File: src/pkg/sfhc_pkg.sv
// Constants, opcodes and carrier types of the serial flash host controller.
// Assumes a 20 MHz system clock and a flash in single-lane or quad mode.
package sfhc_pkg;

   // ----------------------------------------------------------------
   // Timing
   // ----------------------------------------------------------------
   localparam int CLK_MHZ = 20;
   localparam int SUSPEND_GAP_US = 500;
   localparam int SUSPEND_GAP_CYC = SUSPEND_GAP_US * CLK_MHZ;
   localparam int SCK_HALF_CYC = 4;
   localparam logic [3:0] CS_GAP_CYC = 4'h2;

   // ----------------------------------------------------------------
   // Framing and register fields
   // ----------------------------------------------------------------
   localparam int PAGE_BYTES = 256;
   localparam logic [1:0] ADDR_BYTES = 2'h3;
   localparam logic [1:0] SID_ADDR_BYTES = 2'h2;
   localparam logic [8:0] REG_WRITE_BYTES = 9'h002;
   localparam int BUSY_BIT = 0;
   localparam int QE_BIT = 1;

   // ----------------------------------------------------------------
   // Opcodes
   // ----------------------------------------------------------------
   localparam logic [7:0] OP_PAGE_PROG = 8'h02;
   localparam logic [7:0] OP_QUAD_PROG = 8'h32;
   localparam logic [7:0] OP_SUSPEND = 8'hB0;
   localparam logic [7:0] OP_RESUME = 8'h30;
   localparam logic [7:0] OP_SID_READ = 8'h88;
   localparam logic [7:0] OP_SID_PROG = 8'hA5;
   localparam logic [7:0] OP_SID_LOCK = 8'h85;
   localparam logic [7:0] OP_STATUS_READ = 8'h05;
   localparam logic [7:0] OP_CONFIG_READ = 8'h35;
   localparam logic [7:0] OP_REG_WRITE = 8'h01;
   localparam logic [7:0] OP_LATCH_SET = 8'h06;
   localparam logic [7:0] OP_LATCH_CLEAR = 8'h04;

   // ----------------------------------------------------------------
   // Carrier types
   // ----------------------------------------------------------------
   typedef struct packed {
      logic [7:0] opcode;
      logic [23:0] addr;
      logic [8:0] len;
      logic sqi;
   } sfhc_req_t;

   typedef struct packed {
      logic ok;
      logic wclass;
      logic poll;
      logic oquad;
      logic qbody;
      logic [1:0] nadr;
      logic [1:0] ndum;
      logic [8:0] nwr;
      logic [8:0] nrd;
   } sfhc_dec_t;

endpackage : sfhc_pkg

File: src/verilog/sfhc_top.sv
// Host controller that frames commands to a serial NOR flash.
// Assumes a flash on cs/sck/four lanes; the board resolves the lanes.
//
// Notes on behaviour
// - Page program sends 1 to 256 bytes.
// - Quad program needs quad enable and latch.
// - Quad program opcode single lane, rest quad.
// - Suspend is opcode B0H in one frame.
// - At least 500 us between suspends.
// - After suspend, poll busy before next command.
// - ID read: two address bytes, then dummies.
// - ID program: latch, 1 to 256 bytes.
// - Register write sends two bytes, second counts.
// - Latch set precedes every write-class command.
`timescale 1ns/1ps
module sfhc_top #(
   parameter int P_SUSP_GAP_CYC = sfhc_pkg::SUSPEND_GAP_CYC,
   parameter int P_SCK_HALF = sfhc_pkg::SCK_HALF_CYC
) (
   input logic i_clk,
   input logic i_reset,
   input logic i_req_valid,
   input sfhc_pkg::sfhc_req_t i_req,
   output logic o_req_ready,
   input logic i_wr_valid,
   input logic [7:0] i_wr_data,
   output logic o_wr_ready,
   output logic o_rd_valid,
   output logic [7:0] o_rd_data,
   output logic o_done,
   output logic o_refused,
   output logic [7:0] o_status,
   output logic o_wel,
   output logic o_quad_en,
   output logic o_cs_n,
   output logic o_sck,
   input logic [3:0] i_sio,
   output logic [3:0] o_sio,
   output logic [3:0] o_sio_oe
);
   // ----------------------------------------------------------------
   // State
   // ----------------------------------------------------------------
   typedef enum logic [1:0] {ST_IDLE, ST_SHIFT, ST_GAP} sfhc_st_t;
   typedef enum logic [2:0] {
      PH_OPC, PH_ADDR, PH_DUMMY, PH_WDATA, PH_RDATA, PH_END
   } sfhc_ph_t;

   typedef struct packed {
      sfhc_st_t st;
      sfhc_ph_t ph;
      logic [7:0] op;
      logic [7:0] uop;
      logic sqi;
      sfhc_pkg::sfhc_dec_t dec;
      logic [8:0] ucnt;
      logic [2:0] bitc;
      logic [7:0] sh;
      logic [23:0] adr;
      logic need_wr;
      logic wel;
      logic poll;
      logic wclass;
      logic npoll;
      logic cs_n;
      logic done;
      logic refused;
      logic rd_valid;
      logic [7:0] rd_data;
      logic [7:0] cfg;
      logic [7:0] stat;
      logic [3:0] gapc;
      logic [13:0] suspc;
   } sfhc_state_t;

   localparam logic [13:0] SUSP_LOAD = 14'(P_SUSP_GAP_CYC - 1);

   if (P_SUSP_GAP_CYC < 1 || P_SUSP_GAP_CYC > 16383) begin : g_bad_gap
      $error("sfhc_top: P_SUSP_GAP_CYC out of range 1..16383");
   end

   sfhc_state_t q;
   sfhc_state_t d;
   sfhc_pkg::sfhc_dec_t req_dec;
   logic refuse;
   logic qlane;
   logic [7:0] sh_shift;
   logic [3:0] sio_s;
   logic sck_fall;
   logic run;

   // ----------------------------------------------------------------
   // Command decoding
   // ----------------------------------------------------------------
   function automatic sfhc_pkg::sfhc_dec_t decode(input logic [7:0] op,
      input logic sqi, input logic [8:0] len);
      sfhc_pkg::sfhc_dec_t r;
      logic len_ok;
      r = '0;
      len_ok = (len != 9'h000) && (len <= 9'(sfhc_pkg::PAGE_BYTES));
      r.oquad = sqi;
      r.qbody = sqi;
      case (op)
         sfhc_pkg::OP_LATCH_SET, sfhc_pkg::OP_LATCH_CLEAR: r.ok = 1'b1;
         sfhc_pkg::OP_PAGE_PROG, sfhc_pkg::OP_QUAD_PROG:
         begin
            r.ok = len_ok;
            r.nadr = sfhc_pkg::ADDR_BYTES;
            r.nwr = len;
            r.wclass = 1'b1;
            r.poll = 1'b1;
            if (op == sfhc_pkg::OP_QUAD_PROG)
            begin
               r.oquad = 1'b0;
               r.qbody = 1'b1;
            end
         end
         sfhc_pkg::OP_SUSPEND, sfhc_pkg::OP_RESUME:
         begin
            r.ok = 1'b1;
            r.poll = 1'b1;
         end
         sfhc_pkg::OP_SID_READ:
         begin
            r.ok = (len != 9'h000);
            r.nadr = sfhc_pkg::SID_ADDR_BYTES;
            r.ndum = sqi ? 2'h3 : 2'h1;
            r.nrd = len;
         end
         sfhc_pkg::OP_SID_PROG:
         begin
            r.ok = len_ok;
            r.nadr = sfhc_pkg::SID_ADDR_BYTES;
            r.nwr = len;
            r.wclass = 1'b1;
            r.poll = 1'b1;
         end
         sfhc_pkg::OP_SID_LOCK:
         begin
            r.ok = 1'b1;
            r.wclass = 1'b1;
            r.poll = 1'b1;
         end
         sfhc_pkg::OP_STATUS_READ, sfhc_pkg::OP_CONFIG_READ:
         begin
            r.ok = (len != 9'h000);
            r.ndum = sqi ? 2'h1 : 2'h0;
            r.nrd = len;
         end
         sfhc_pkg::OP_REG_WRITE:
         begin
            r.ok = 1'b1;
            r.nwr = sfhc_pkg::REG_WRITE_BYTES;
            r.wclass = 1'b1;
            r.poll = 1'b1;
         end
         default: r.ok = 1'b0;
      endcase
      return r;
   endfunction : decode

   function automatic sfhc_ph_t next_ph(input sfhc_ph_t cur,
      input sfhc_pkg::sfhc_dec_t r);
      sfhc_ph_t n;
      n = PH_END;
      if (cur == PH_OPC && r.nadr != 2'h0)
         n = PH_ADDR;
      else if (cur <= PH_ADDR && r.ndum != 2'h0)
         n = PH_DUMMY;
      else if (cur <= PH_DUMMY && r.nwr != 9'h000)
         n = PH_WDATA;
      else if (cur <= PH_WDATA && r.nrd != 9'h000)
         n = PH_RDATA;
      return n;
   endfunction : next_ph

   // ----------------------------------------------------------------
   // Unit and phase sequencing
   // ----------------------------------------------------------------
   function automatic sfhc_state_t begin_unit(input sfhc_state_t s,
      input sfhc_ph_t ph);
      sfhc_state_t r;
      logic quad;
      r = s;
      r.ph = ph;
      quad = (ph == PH_OPC) ? s.dec.oquad : s.dec.qbody;
      r.bitc = quad ? 3'h1 : 3'h7;
      case (ph)
         PH_OPC: r.sh = s.op;
         PH_ADDR:
         begin
            r.sh = s.adr[23:16];
            r.adr = {s.adr[15:0], 8'h00};
         end
         PH_WDATA: r.need_wr = 1'b1;
         default: r.sh = 8'h00;
      endcase
      return r;
   endfunction : begin_unit

   function automatic sfhc_state_t enter(input sfhc_state_t s,
      input sfhc_ph_t ph);
      sfhc_state_t r;
      r = s;
      case (ph)
         PH_ADDR: r.ucnt = {7'h00, s.dec.nadr} - 9'h001;
         PH_DUMMY: r.ucnt = {7'h00, s.dec.ndum} - 9'h001;
         PH_WDATA: r.ucnt = s.dec.nwr - 9'h001;
         PH_RDATA: r.ucnt = s.dec.nrd - 9'h001;
         default: r.ucnt = '0;
      endcase
      if (ph == PH_END)
      begin
         r.ph = PH_END;
         r.st = ST_GAP;
         r.cs_n = 1'b1;
         r.gapc = sfhc_pkg::CS_GAP_CYC;
      end
      else
      begin
         r = begin_unit(r, ph);
      end
      return r;
   endfunction : enter

   function automatic sfhc_state_t launch(input sfhc_state_t s,
      input logic [7:0] op, input logic sqi, input logic [8:0] len,
      input logic [23:0] addr, input logic poll);
      sfhc_state_t r;
      r = s;
      r.dec = decode(op, sqi, len);
      r.op = op;
      r.sqi = sqi;
      r.poll = poll;
      r.adr = (r.dec.nadr == sfhc_pkg::SID_ADDR_BYTES) ?
         {addr[15:0], 8'h00} : addr;
      r.st = ST_SHIFT;
      r.cs_n = 1'b0;
      r = enter(r, PH_OPC);
      return r;
   endfunction : launch

   // ----------------------------------------------------------------
   // Pins and clock
   // ----------------------------------------------------------------
   sfhc_sync #(.W(4)) u_sync (
      .i_clk(i_clk),
      .i_reset(i_reset),
      .i_async(i_sio),
      .o_sync(sio_s)
   );

   assign run = (q.st == ST_SHIFT) && !q.need_wr;

   sfhc_sckgen #(.HALF(P_SCK_HALF)) u_sck (
      .i_clk(i_clk),
      .i_reset(i_reset),
      .i_run(run),
      .o_sck(o_sck),
      .o_rise(),
      .o_fall(sck_fall)
   );

   assign qlane = (q.ph == PH_OPC) ? q.dec.oquad : q.dec.qbody;

   always_comb
   begin
      if (q.ph == PH_RDATA)
         sh_shift = qlane ? {q.sh[3:0], sio_s} : {q.sh[6:0], sio_s[1]};
      else
         sh_shift = qlane ? {q.sh[3:0], 4'h0} : {q.sh[6:0], 1'b0};
   end

   always_comb
   begin
      if (q.st == ST_SHIFT && qlane)
      begin
         o_sio = q.sh[7:4];
         o_sio_oe = (q.ph inside {PH_OPC, PH_ADDR, PH_WDATA}) ?
            4'hF : 4'h0;
      end
      else
      begin
         o_sio = {2'b11, 1'b0, q.sh[7]};
         o_sio_oe = 4'hD;
      end
   end

   // ----------------------------------------------------------------
   // Request acceptance
   // ----------------------------------------------------------------
   assign req_dec = decode(i_req.opcode, i_req.sqi, i_req.len);
   assign refuse = !req_dec.ok
      || (req_dec.wclass && !q.wel)
      || (i_req.opcode == sfhc_pkg::OP_QUAD_PROG
         && !q.cfg[sfhc_pkg::QE_BIT])
      || (i_req.opcode == sfhc_pkg::OP_SUSPEND && q.suspc != '0);

   // ----------------------------------------------------------------
   // Next state
   // ----------------------------------------------------------------
   always_comb
   begin
      d = q;
      d.done = 1'b0;
      d.refused = 1'b0;
      d.rd_valid = 1'b0;
      if (q.suspc != '0)
         d.suspc = q.suspc - 14'h0001;
      case (q.st)
         ST_IDLE:
         begin
            if (i_req_valid && refuse)
            begin
               d.done = 1'b1;
               d.refused = 1'b1;
            end
            else if (i_req_valid)
            begin
               d = launch(d, i_req.opcode, i_req.sqi, i_req.len,
                  i_req.addr, 1'b0);
               d.uop = i_req.opcode;
               d.wclass = req_dec.wclass;
               d.npoll = req_dec.poll;
               if (i_req.opcode == sfhc_pkg::OP_SUSPEND)
                  d.suspc = SUSP_LOAD;
            end
         end
         ST_SHIFT:
         begin
            if (q.need_wr)
            begin
               if (i_wr_valid)
               begin
                  d.sh = i_wr_data;
                  d.need_wr = 1'b0;
                  if (q.op == sfhc_pkg::OP_REG_WRITE && q.ucnt == '0)
                     d.cfg = i_wr_data;
               end
            end
            else if (sck_fall)
            begin
               d.sh = sh_shift;
               if (q.bitc != 3'h0)
               begin
                  d.bitc = q.bitc - 3'h1;
               end
               else
               begin
                  if (q.ph == PH_RDATA && q.poll)
                  begin
                     d.stat = sh_shift;
                  end
                  else if (q.ph == PH_RDATA)
                  begin
                     d.rd_data = sh_shift;
                     d.rd_valid = 1'b1;
                     if (q.op == sfhc_pkg::OP_CONFIG_READ)
                        d.cfg = sh_shift;
                  end
                  if (q.ph != PH_OPC && q.ucnt != '0)
                  begin
                     d.ucnt = q.ucnt - 9'h001;
                     d = begin_unit(d, q.ph);
                  end
                  else
                  begin
                     d = enter(d, next_ph(q.ph, q.dec));
                  end
               end
            end
         end
         ST_GAP:
         begin
            if (q.gapc != 4'h0)
            begin
               d.gapc = q.gapc - 4'h1;
            end
            else if (q.poll && q.stat[sfhc_pkg::BUSY_BIT])
            begin
               d = launch(d, sfhc_pkg::OP_STATUS_READ, q.sqi, 9'h001,
                  '0, 1'b1);
            end
            else if (!q.poll && q.npoll)
            begin
               if (q.uop == sfhc_pkg::OP_LATCH_CLEAR)
                  d.wel = 1'b0;
               d = launch(d, sfhc_pkg::OP_STATUS_READ, q.sqi, 9'h001,
                  '0, 1'b1);
            end
            else
            begin
               if (q.uop == sfhc_pkg::OP_LATCH_SET && !q.poll)
                  d.wel = 1'b1;
               if ((q.uop == sfhc_pkg::OP_LATCH_CLEAR && !q.poll)
                  || (q.poll && q.wclass))
                  d.wel = 1'b0;
               d.st = ST_IDLE;
               d.done = 1'b1;
            end
         end
         default: d.st = ST_IDLE;
      endcase
   end

   always_ff @(posedge i_clk)
   begin
      if (i_reset)
      begin
         q <= '0;
         q.cs_n <= 1'b1;
      end
      else
      begin
         q <= d;
      end
   end

   // ----------------------------------------------------------------
   // Outputs
   // ----------------------------------------------------------------
   assign o_req_ready = (q.st == ST_IDLE);
   assign o_wr_ready = (q.st == ST_SHIFT) && q.need_wr;
   assign o_rd_valid = q.rd_valid;
   assign o_rd_data = q.rd_data;
   assign o_done = q.done;
   assign o_refused = q.refused;
   assign o_status = q.stat;
   assign o_wel = q.wel;
   assign o_quad_en = q.cfg[sfhc_pkg::QE_BIT];
   assign o_cs_n = q.cs_n;

   // ----------------------------------------------------------------
   // Checks
   // ----------------------------------------------------------------
   property p_page_len;
      @(posedge i_clk) disable iff (i_reset)
      (q.st == ST_SHIFT && !q.poll && q.op == sfhc_pkg::OP_PAGE_PROG)
      |-> (q.dec.nwr != 9'h000 && q.dec.nwr <= 9'h100);
   endproperty
   a_page_len: assert property (p_page_len)
      else $error("page program length outside 1..256");

   property p_quad_ready;
      @(posedge i_clk) disable iff (i_reset)
      (q.st == ST_SHIFT && !q.poll && q.op == sfhc_pkg::OP_QUAD_PROG)
      |-> (q.cfg[sfhc_pkg::QE_BIT] && q.wel);
   endproperty
   a_quad_ready: assert property (p_quad_ready)
      else $error("quad program without quad enable and latch");

   property p_quad_lanes;
      @(posedge i_clk) disable iff (i_reset)
      (q.st == ST_SHIFT && q.op == sfhc_pkg::OP_QUAD_PROG
         && q.ph inside {PH_ADDR, PH_WDATA} && !q.need_wr)
      |-> (o_sio_oe == 4'hF && q.bitc <= 3'h1);
   endproperty
   a_quad_lanes: assert property (p_quad_lanes)
      else $error("quad program body not on four lanes");

   property p_quad_opcode;
      @(posedge i_clk) disable iff (i_reset)
      (q.st == ST_SHIFT && q.op == sfhc_pkg::OP_QUAD_PROG
         && q.ph == PH_OPC) |-> o_sio_oe == 4'hD;
   endproperty
   a_quad_opcode: assert property (p_quad_opcode)
      else $error("quad program opcode not single lane");

   property p_sck_framed;
      @(posedge i_clk) disable iff (i_reset)
      o_cs_n |-> !o_sck;
   endproperty
   a_sck_framed: assert property (p_sck_framed)
      else $error("serial clock high while deselected");

   property p_susp_gap;
      @(posedge i_clk) disable iff (i_reset)
      (q.st == ST_IDLE && i_req_valid && q.suspc != '0
         && i_req.opcode == sfhc_pkg::OP_SUSPEND)
      |=> (o_refused && o_done && o_cs_n);
   endproperty
   a_susp_gap: assert property (p_susp_gap)
      else $error("suspend issued too soon");

   property p_susp_poll;
      @(posedge i_clk) disable iff (i_reset)
      (q.st == ST_GAP && q.gapc == 4'h0 && !q.poll
         && q.uop == sfhc_pkg::OP_SUSPEND)
      |=> (q.st == ST_SHIFT && q.poll && !o_cs_n
         && q.op == sfhc_pkg::OP_STATUS_READ);
   endproperty
   a_susp_poll: assert property (p_susp_poll)
      else $error("suspend not followed by busy poll");

   property p_sid_dummy;
      @(posedge i_clk) disable iff (i_reset)
      (q.st == ST_SHIFT && q.op == sfhc_pkg::OP_SID_READ
         && q.ph == PH_DUMMY) |-> (q.ucnt <= (q.sqi ? 9'h002 : 9'h000));
   endproperty
   a_sid_dummy: assert property (p_sid_dummy)
      else $error("wrong dummy count on ID read");

   property p_sid_prog;
      @(posedge i_clk) disable iff (i_reset)
      (q.st == ST_SHIFT && !q.poll && q.op == sfhc_pkg::OP_SID_PROG)
      |-> (q.wel && q.dec.nwr != 9'h000 && q.dec.nwr <= 9'h100);
   endproperty
   a_sid_prog: assert property (p_sid_prog)
      else $error("ID program without latch or bad length");

   property p_reg_write;
      @(posedge i_clk) disable iff (i_reset)
      (q.st == ST_SHIFT && !q.poll && q.op == sfhc_pkg::OP_REG_WRITE)
      |-> (q.dec.nwr == 9'h002 && q.wel);
   endproperty
   a_reg_write: assert property (p_reg_write)
      else $error("register write framing wrong");

   property p_latch_first;
      @(posedge i_clk) disable iff (i_reset)
      (q.st == ST_SHIFT && !q.poll && q.dec.wclass) |-> q.wel;
   endproperty
   a_latch_first: assert property (p_latch_first)
      else $error("write-class command without latch set");
endmodule : sfhc_top

File: src/verilog/sfhc_sync.sv
// Two-flop synchroniser for the flash data lanes.
// Assumes the lanes change asynchronously to i_clk.
`timescale 1ns/1ps
module sfhc_sync #(
   parameter int W = 4
) (
   input logic i_clk,
   input logic i_reset,
   input logic [W-1:0] i_async,
   output logic [W-1:0] o_sync
);
   typedef struct packed {
      logic [W-1:0] s1;
      logic [W-1:0] s2;
   } sfhc_sync_state_t;

   sfhc_sync_state_t q;
   sfhc_sync_state_t d;

   if (W < 1) begin : g_bad_w
      $error("sfhc_sync: W must be at least 1");
   end

   always_comb
   begin
      d.s1 = i_async;
      d.s2 = q.s1;
   end

   always_ff @(posedge i_clk)
   begin
      if (i_reset)
      begin
         q <= '0;
      end
      else
      begin
         q <= d;
      end
   end

   assign o_sync = q.s2;
endmodule : sfhc_sync

File: src/verilog/sfhc_sckgen.sv
// Serial clock divider: idles low, toggles every HALF cycles while run.
// Assumes run drops only right after a falling edge.
`timescale 1ns/1ps
module sfhc_sckgen #(
   parameter int HALF = 4
) (
   input logic i_clk,
   input logic i_reset,
   input logic i_run,
   output logic o_sck,
   output logic o_rise,
   output logic o_fall
);
   localparam int CW = $clog2(HALF + 1);

   typedef struct packed {
      logic [CW-1:0] cnt;
      logic sck;
   } sfhc_sck_state_t;

   sfhc_sck_state_t q;
   sfhc_sck_state_t d;
   logic tick;

   if (HALF < 3) begin : g_bad_half
      $error("sfhc_sckgen: HALF below 3 outruns the input synchroniser");
   end

   assign tick = i_run && (q.cnt == CW'(HALF - 1));

   always_comb
   begin
      d = q;
      if (!i_run)
      begin
         d.cnt = '0;
      end
      else if (tick)
      begin
         d.cnt = '0;
         d.sck = !q.sck;
      end
      else
      begin
         d.cnt = q.cnt + 1'b1;
      end
   end

   always_ff @(posedge i_clk)
   begin
      if (i_reset)
      begin
         q <= '0;
      end
      else
      begin
         q <= d;
      end
   end

   assign o_sck = q.sck;
   assign o_rise = tick && !q.sck;
   assign o_fall = tick && q.sck;
endmodule : sfhc_sckgen

File: config.mk
export PLATFORM = sky130hd
export DESIGN_NAME = sfhc_top
export DESIGN_NICKNAME = d
export VERILOG_FILES = /design/src/pkg/sfhc_pkg.sv /design/src/verilog/sfhc_top.sv /design/src/verilog/sfhc_sync.sv /design/src/verilog/sfhc_sckgen.sv
export SDC_FILE = /design/constraint.sdc
export NUM_CORES = 1
export LEC_CHECK = 0
export BUFFER_PORTS_ARGS = -buffer_cell sky130_fd_sc_hd__buf_2
export CAP_MARGIN = 20
export CORE_MARGIN = 1.5
export CORE_UTILIZATION = 25
export CTS_CLUSTER_SIZE = 24
export DETAILED_ROUTE_END_ITERATION = 7
export PLACE_DENSITY = 0.37
export SLEW_MARGIN = 25
export SYNTH_ARGS = -nofsm -noshare
export SYNTH_HDL_FRONTEND = slang
export SYNTH_SLANG_ARGS = --single-unit
File: constraint.sdc
create_clock -name i_clk -period 4.01 [get_ports i_clk]
set_input_delay 0.802 -clock i_clk [delete_from_list [all_inputs] [get_ports i_clk]]
set_output_delay 0.802 -clock i_clk [all_outputs]
set_load 0.03 [all_outputs]
==> impl_metrics.yaml <==
floorplan:
  die_w_um: 185
  fp.dieArea_mm2: 0.0340
  start_util_pct: 25.4
  core_mm2: 0.0325
  dieHeight_um: 185
  num_io_pins: 91
  rows: 66
timing:
  tightest_slew_ns: 0.819
  slew_violations: 0
  max_slew_margin_pct: 45.3
  rsz0062_at_grt: "false"
  fmax_mhz: 263
  setup_viol: 0
  period_minus_slack_ns: 3.81
  fin_ws_ns: 0.203
  hold_viol: 0
  fin_skew_ns: 0.00974
  finalCritPeriodShare_pct: 94.9
global_routing:
  grt_pass1_wl_um: 45900
  antenna_found_initial: 2
  grtUsageTotal_pct: 17.9
  grt_max_degree: 49
  grt_remaining_overflow: 0
  grt_pass1_vias: 7622
cts:
  hold_buffers: 0
  cts_resized: 0
  cts_setup_buffers: 0
  cts_inserted_buffers: 17
  tritoncts: "yes"
  clk_pin_slew_ns: 0.07
  clock_sinks: 146
  clockRootBuffer: "clkbuf_16"
  htreeDepth: 4
  clk_latency_ns: 0.43
  clock_path_buffers: 2
placement:
  dp_hpwl_um: 22300
  io_buffers: 90
  pre_cts_ws_ns: -0.000337
  gp_congestion: 0.810
  dpl_cell_area_mm2: 0.00932
  placed_cells: 1454
routing:
  post-route-drc-count: 0
  met2_length_um: 14200
  dr.pass1.iters: 5
  postRouteAntennaNets: 0
  vias: 7539
  drt-total-wl_um: 29300
  highest_layer: "met5"
  met1Wirelength_um: 13500
  wl_per_cell_um: 19.7
  drtIter0Drc: 475
  vias_per_cell: 5.07
  wl_met3_um: 1210
finish:
  utilization_pct: 30.6
  final_area_mm2: 0.00992
  drive_gt1_share_pct: 22.3
  stdcell_count: 1486
  area_delta_synth_final_pct: 20.5
  nets: 1104
synthesis:
  ys.flop_type: "dfxtp_1"
  yosys.area.top_type: "dfxtp_1"
  yosys-mux-area-fraction_pct: 7.52
  synth-simple-area-share_pct: 19.9
  synth_edf_count: 0
  synthesis.instances: 935
  seq_area_frac_synth_pct: 35.5
  synth_area_mm2: 0.00824
  async_flop_share_pct: 0
  synth_xor_area_share_pct: 2.77
  synth_top_family_by_area: "compound AO/OA/AOI/OAI gates"
  synth-seq-cells: 146
  ys_types: 83
  synth_top_area_share_pct: 35.5
  synth_compound_area_share_pct: 25.9
  avgSynthCellArea_um2: 8.81
  synth_warnings: 0
  yosysMostFrequentCell: "dfxtp_1"
  synthTopCellsByCount: "dfxtp_1 (146), nand2_1 (82), nor2_1 (77)"
  synth-adder-area-share_pct: 2.28
  syn_nets: 1008
  synth_area_leaders: "dfxtp_1 (35%), mux2i_1 (4.4%), nand2_1 (3.7%)"
power_and_ir_drop:
  leakage_nw: 3.80
  power.density_mw_per_mm2: 393
  power_w: 0.00390
  vdd_ir_drop_max_uv: 296
critical_path:
  cp_max_fo: 7
  required_ns: 4.28
  crit_chain: "or3_1, o41a_4, o31a_1, a21oi_1, ha_1, or3b_2, o31a_1, a311oi_1, a211oi_2, buf_4, o221ai_1, a221oi_1"
  end_kind: "flop"
  ff2ff_setup_slack_ns: 0.20
  worstSetupStartpointType: "flop"
  worstSetupPathType: "reg2reg"
  slowest_stage: "or3_1"
  arrival_ns: 4.08
  crit_top_cell: "o31a_1"
  slowest_delay_ns: 0.54
min_path:
  hold_path_class: "reg2reg"
flow_run:
  cap_viol_max_count: 0
status:
  status: "completed"
[layout by cell type, fill, tap and decap left out, drive strengths merged, types with 7 or more instances in the layout]
cell type	instances
a22oi	18
o211ai	9
or3	15
buf	153
mux2i	36
a211o	7
xnor2	16
o2111ai	15
a2bb2oi	16
xor2	10
a22o	10
and4	7
clkbuf	18
and3	7
mux2	23
nor2b	16
a2111oi	8
nand2b	13
a211oi	38
nor4	18
or4	11
a21oi	43
dfxtp	146
nor3	25
o31ai	8
nand3	12
and2	9
o31a	7
nor2	77
o21ai	24
inv	31
nand2	82
ha	15
o221ai	9
a21o	7
[power by group]
group / internal (W) / switching (W)
sequential: 0.00153 / 0.0000711
combinational: 0.000269 / 0.000369
clock: 0.000976 / 0.000682
total: 0.00277 / 0.00112
[metal layers]
metal / GRT usage [%] / up-vias
met5: 0 / -
met4: 5.21 / 2
met3: 4.39 / 27
met2: 30.0 / 141
met1: 22.7 / 3655
li1: - / 3714
[critical path: cells and delay by family, from the launching register on]
family          cells  cell delay, ns
compound gates      8            1.89
fa+ha+maj           1            0.21
buf+inv             1            0.17
flops               1            0.35
simple gates        2            1.03
[through the flow]
step,TNS [ns],hold slack (ns)
after floorplan,0,0.399
after global placement,0,0.415
after detailed placement,-0.000337,0.420
after CTS,0,0.430
after global routing,0,0.455
final,0,0.426
[kinds of logic after synthesis]
group	count (synthesis)
AOI/OAI and AO/OA	270
xor gates and xnor gates	26
buffers and inverters	105
muxes	59
and+or+nand+nor	314
DFF	146
adders and majority gates	15
[area by class of cell]
| cell class | instances | area [um2] |
|---|---|---|
| multi-input cells | 684 | 4820 |
| clock buffers | 18 | 429 |
| flip-flops and latches | 146 | 2920 |
| clock inverters | 13 | 159 |
| well taps | 442 | 553 |
| fillers | 3525 | 22500 |
| diodes | 1 | 2.50 |
| inverters | 29 | 109 |
| repair buffers | 153 | 923 |
[final timing paths]
kind | startpoint | end | depth (start not counted)
setup / recovery | q[104] | q[92] | 12
hold / removal | u_sck.q[1] | u_sck.q[1] | 1
setup reg to reg | q[104] | q[92] | 12
hold reg to reg | u_sck.q[1] | u_sck.q[1] | 1
[flip-flops by register name (all words and copies together) (netlist names)]
register	cells
u_sync.o_sync	4
o_rd_data	8
o_rd_valid	1
o_status	8
o_cs_n	1
o_quad_en	1
o_refused	1
u_sync.d	4
o_done	1
u_sck.o_sck	1
q	112
o_wel	1
u_sck.q	3
(Power assumes the default switching activity.)
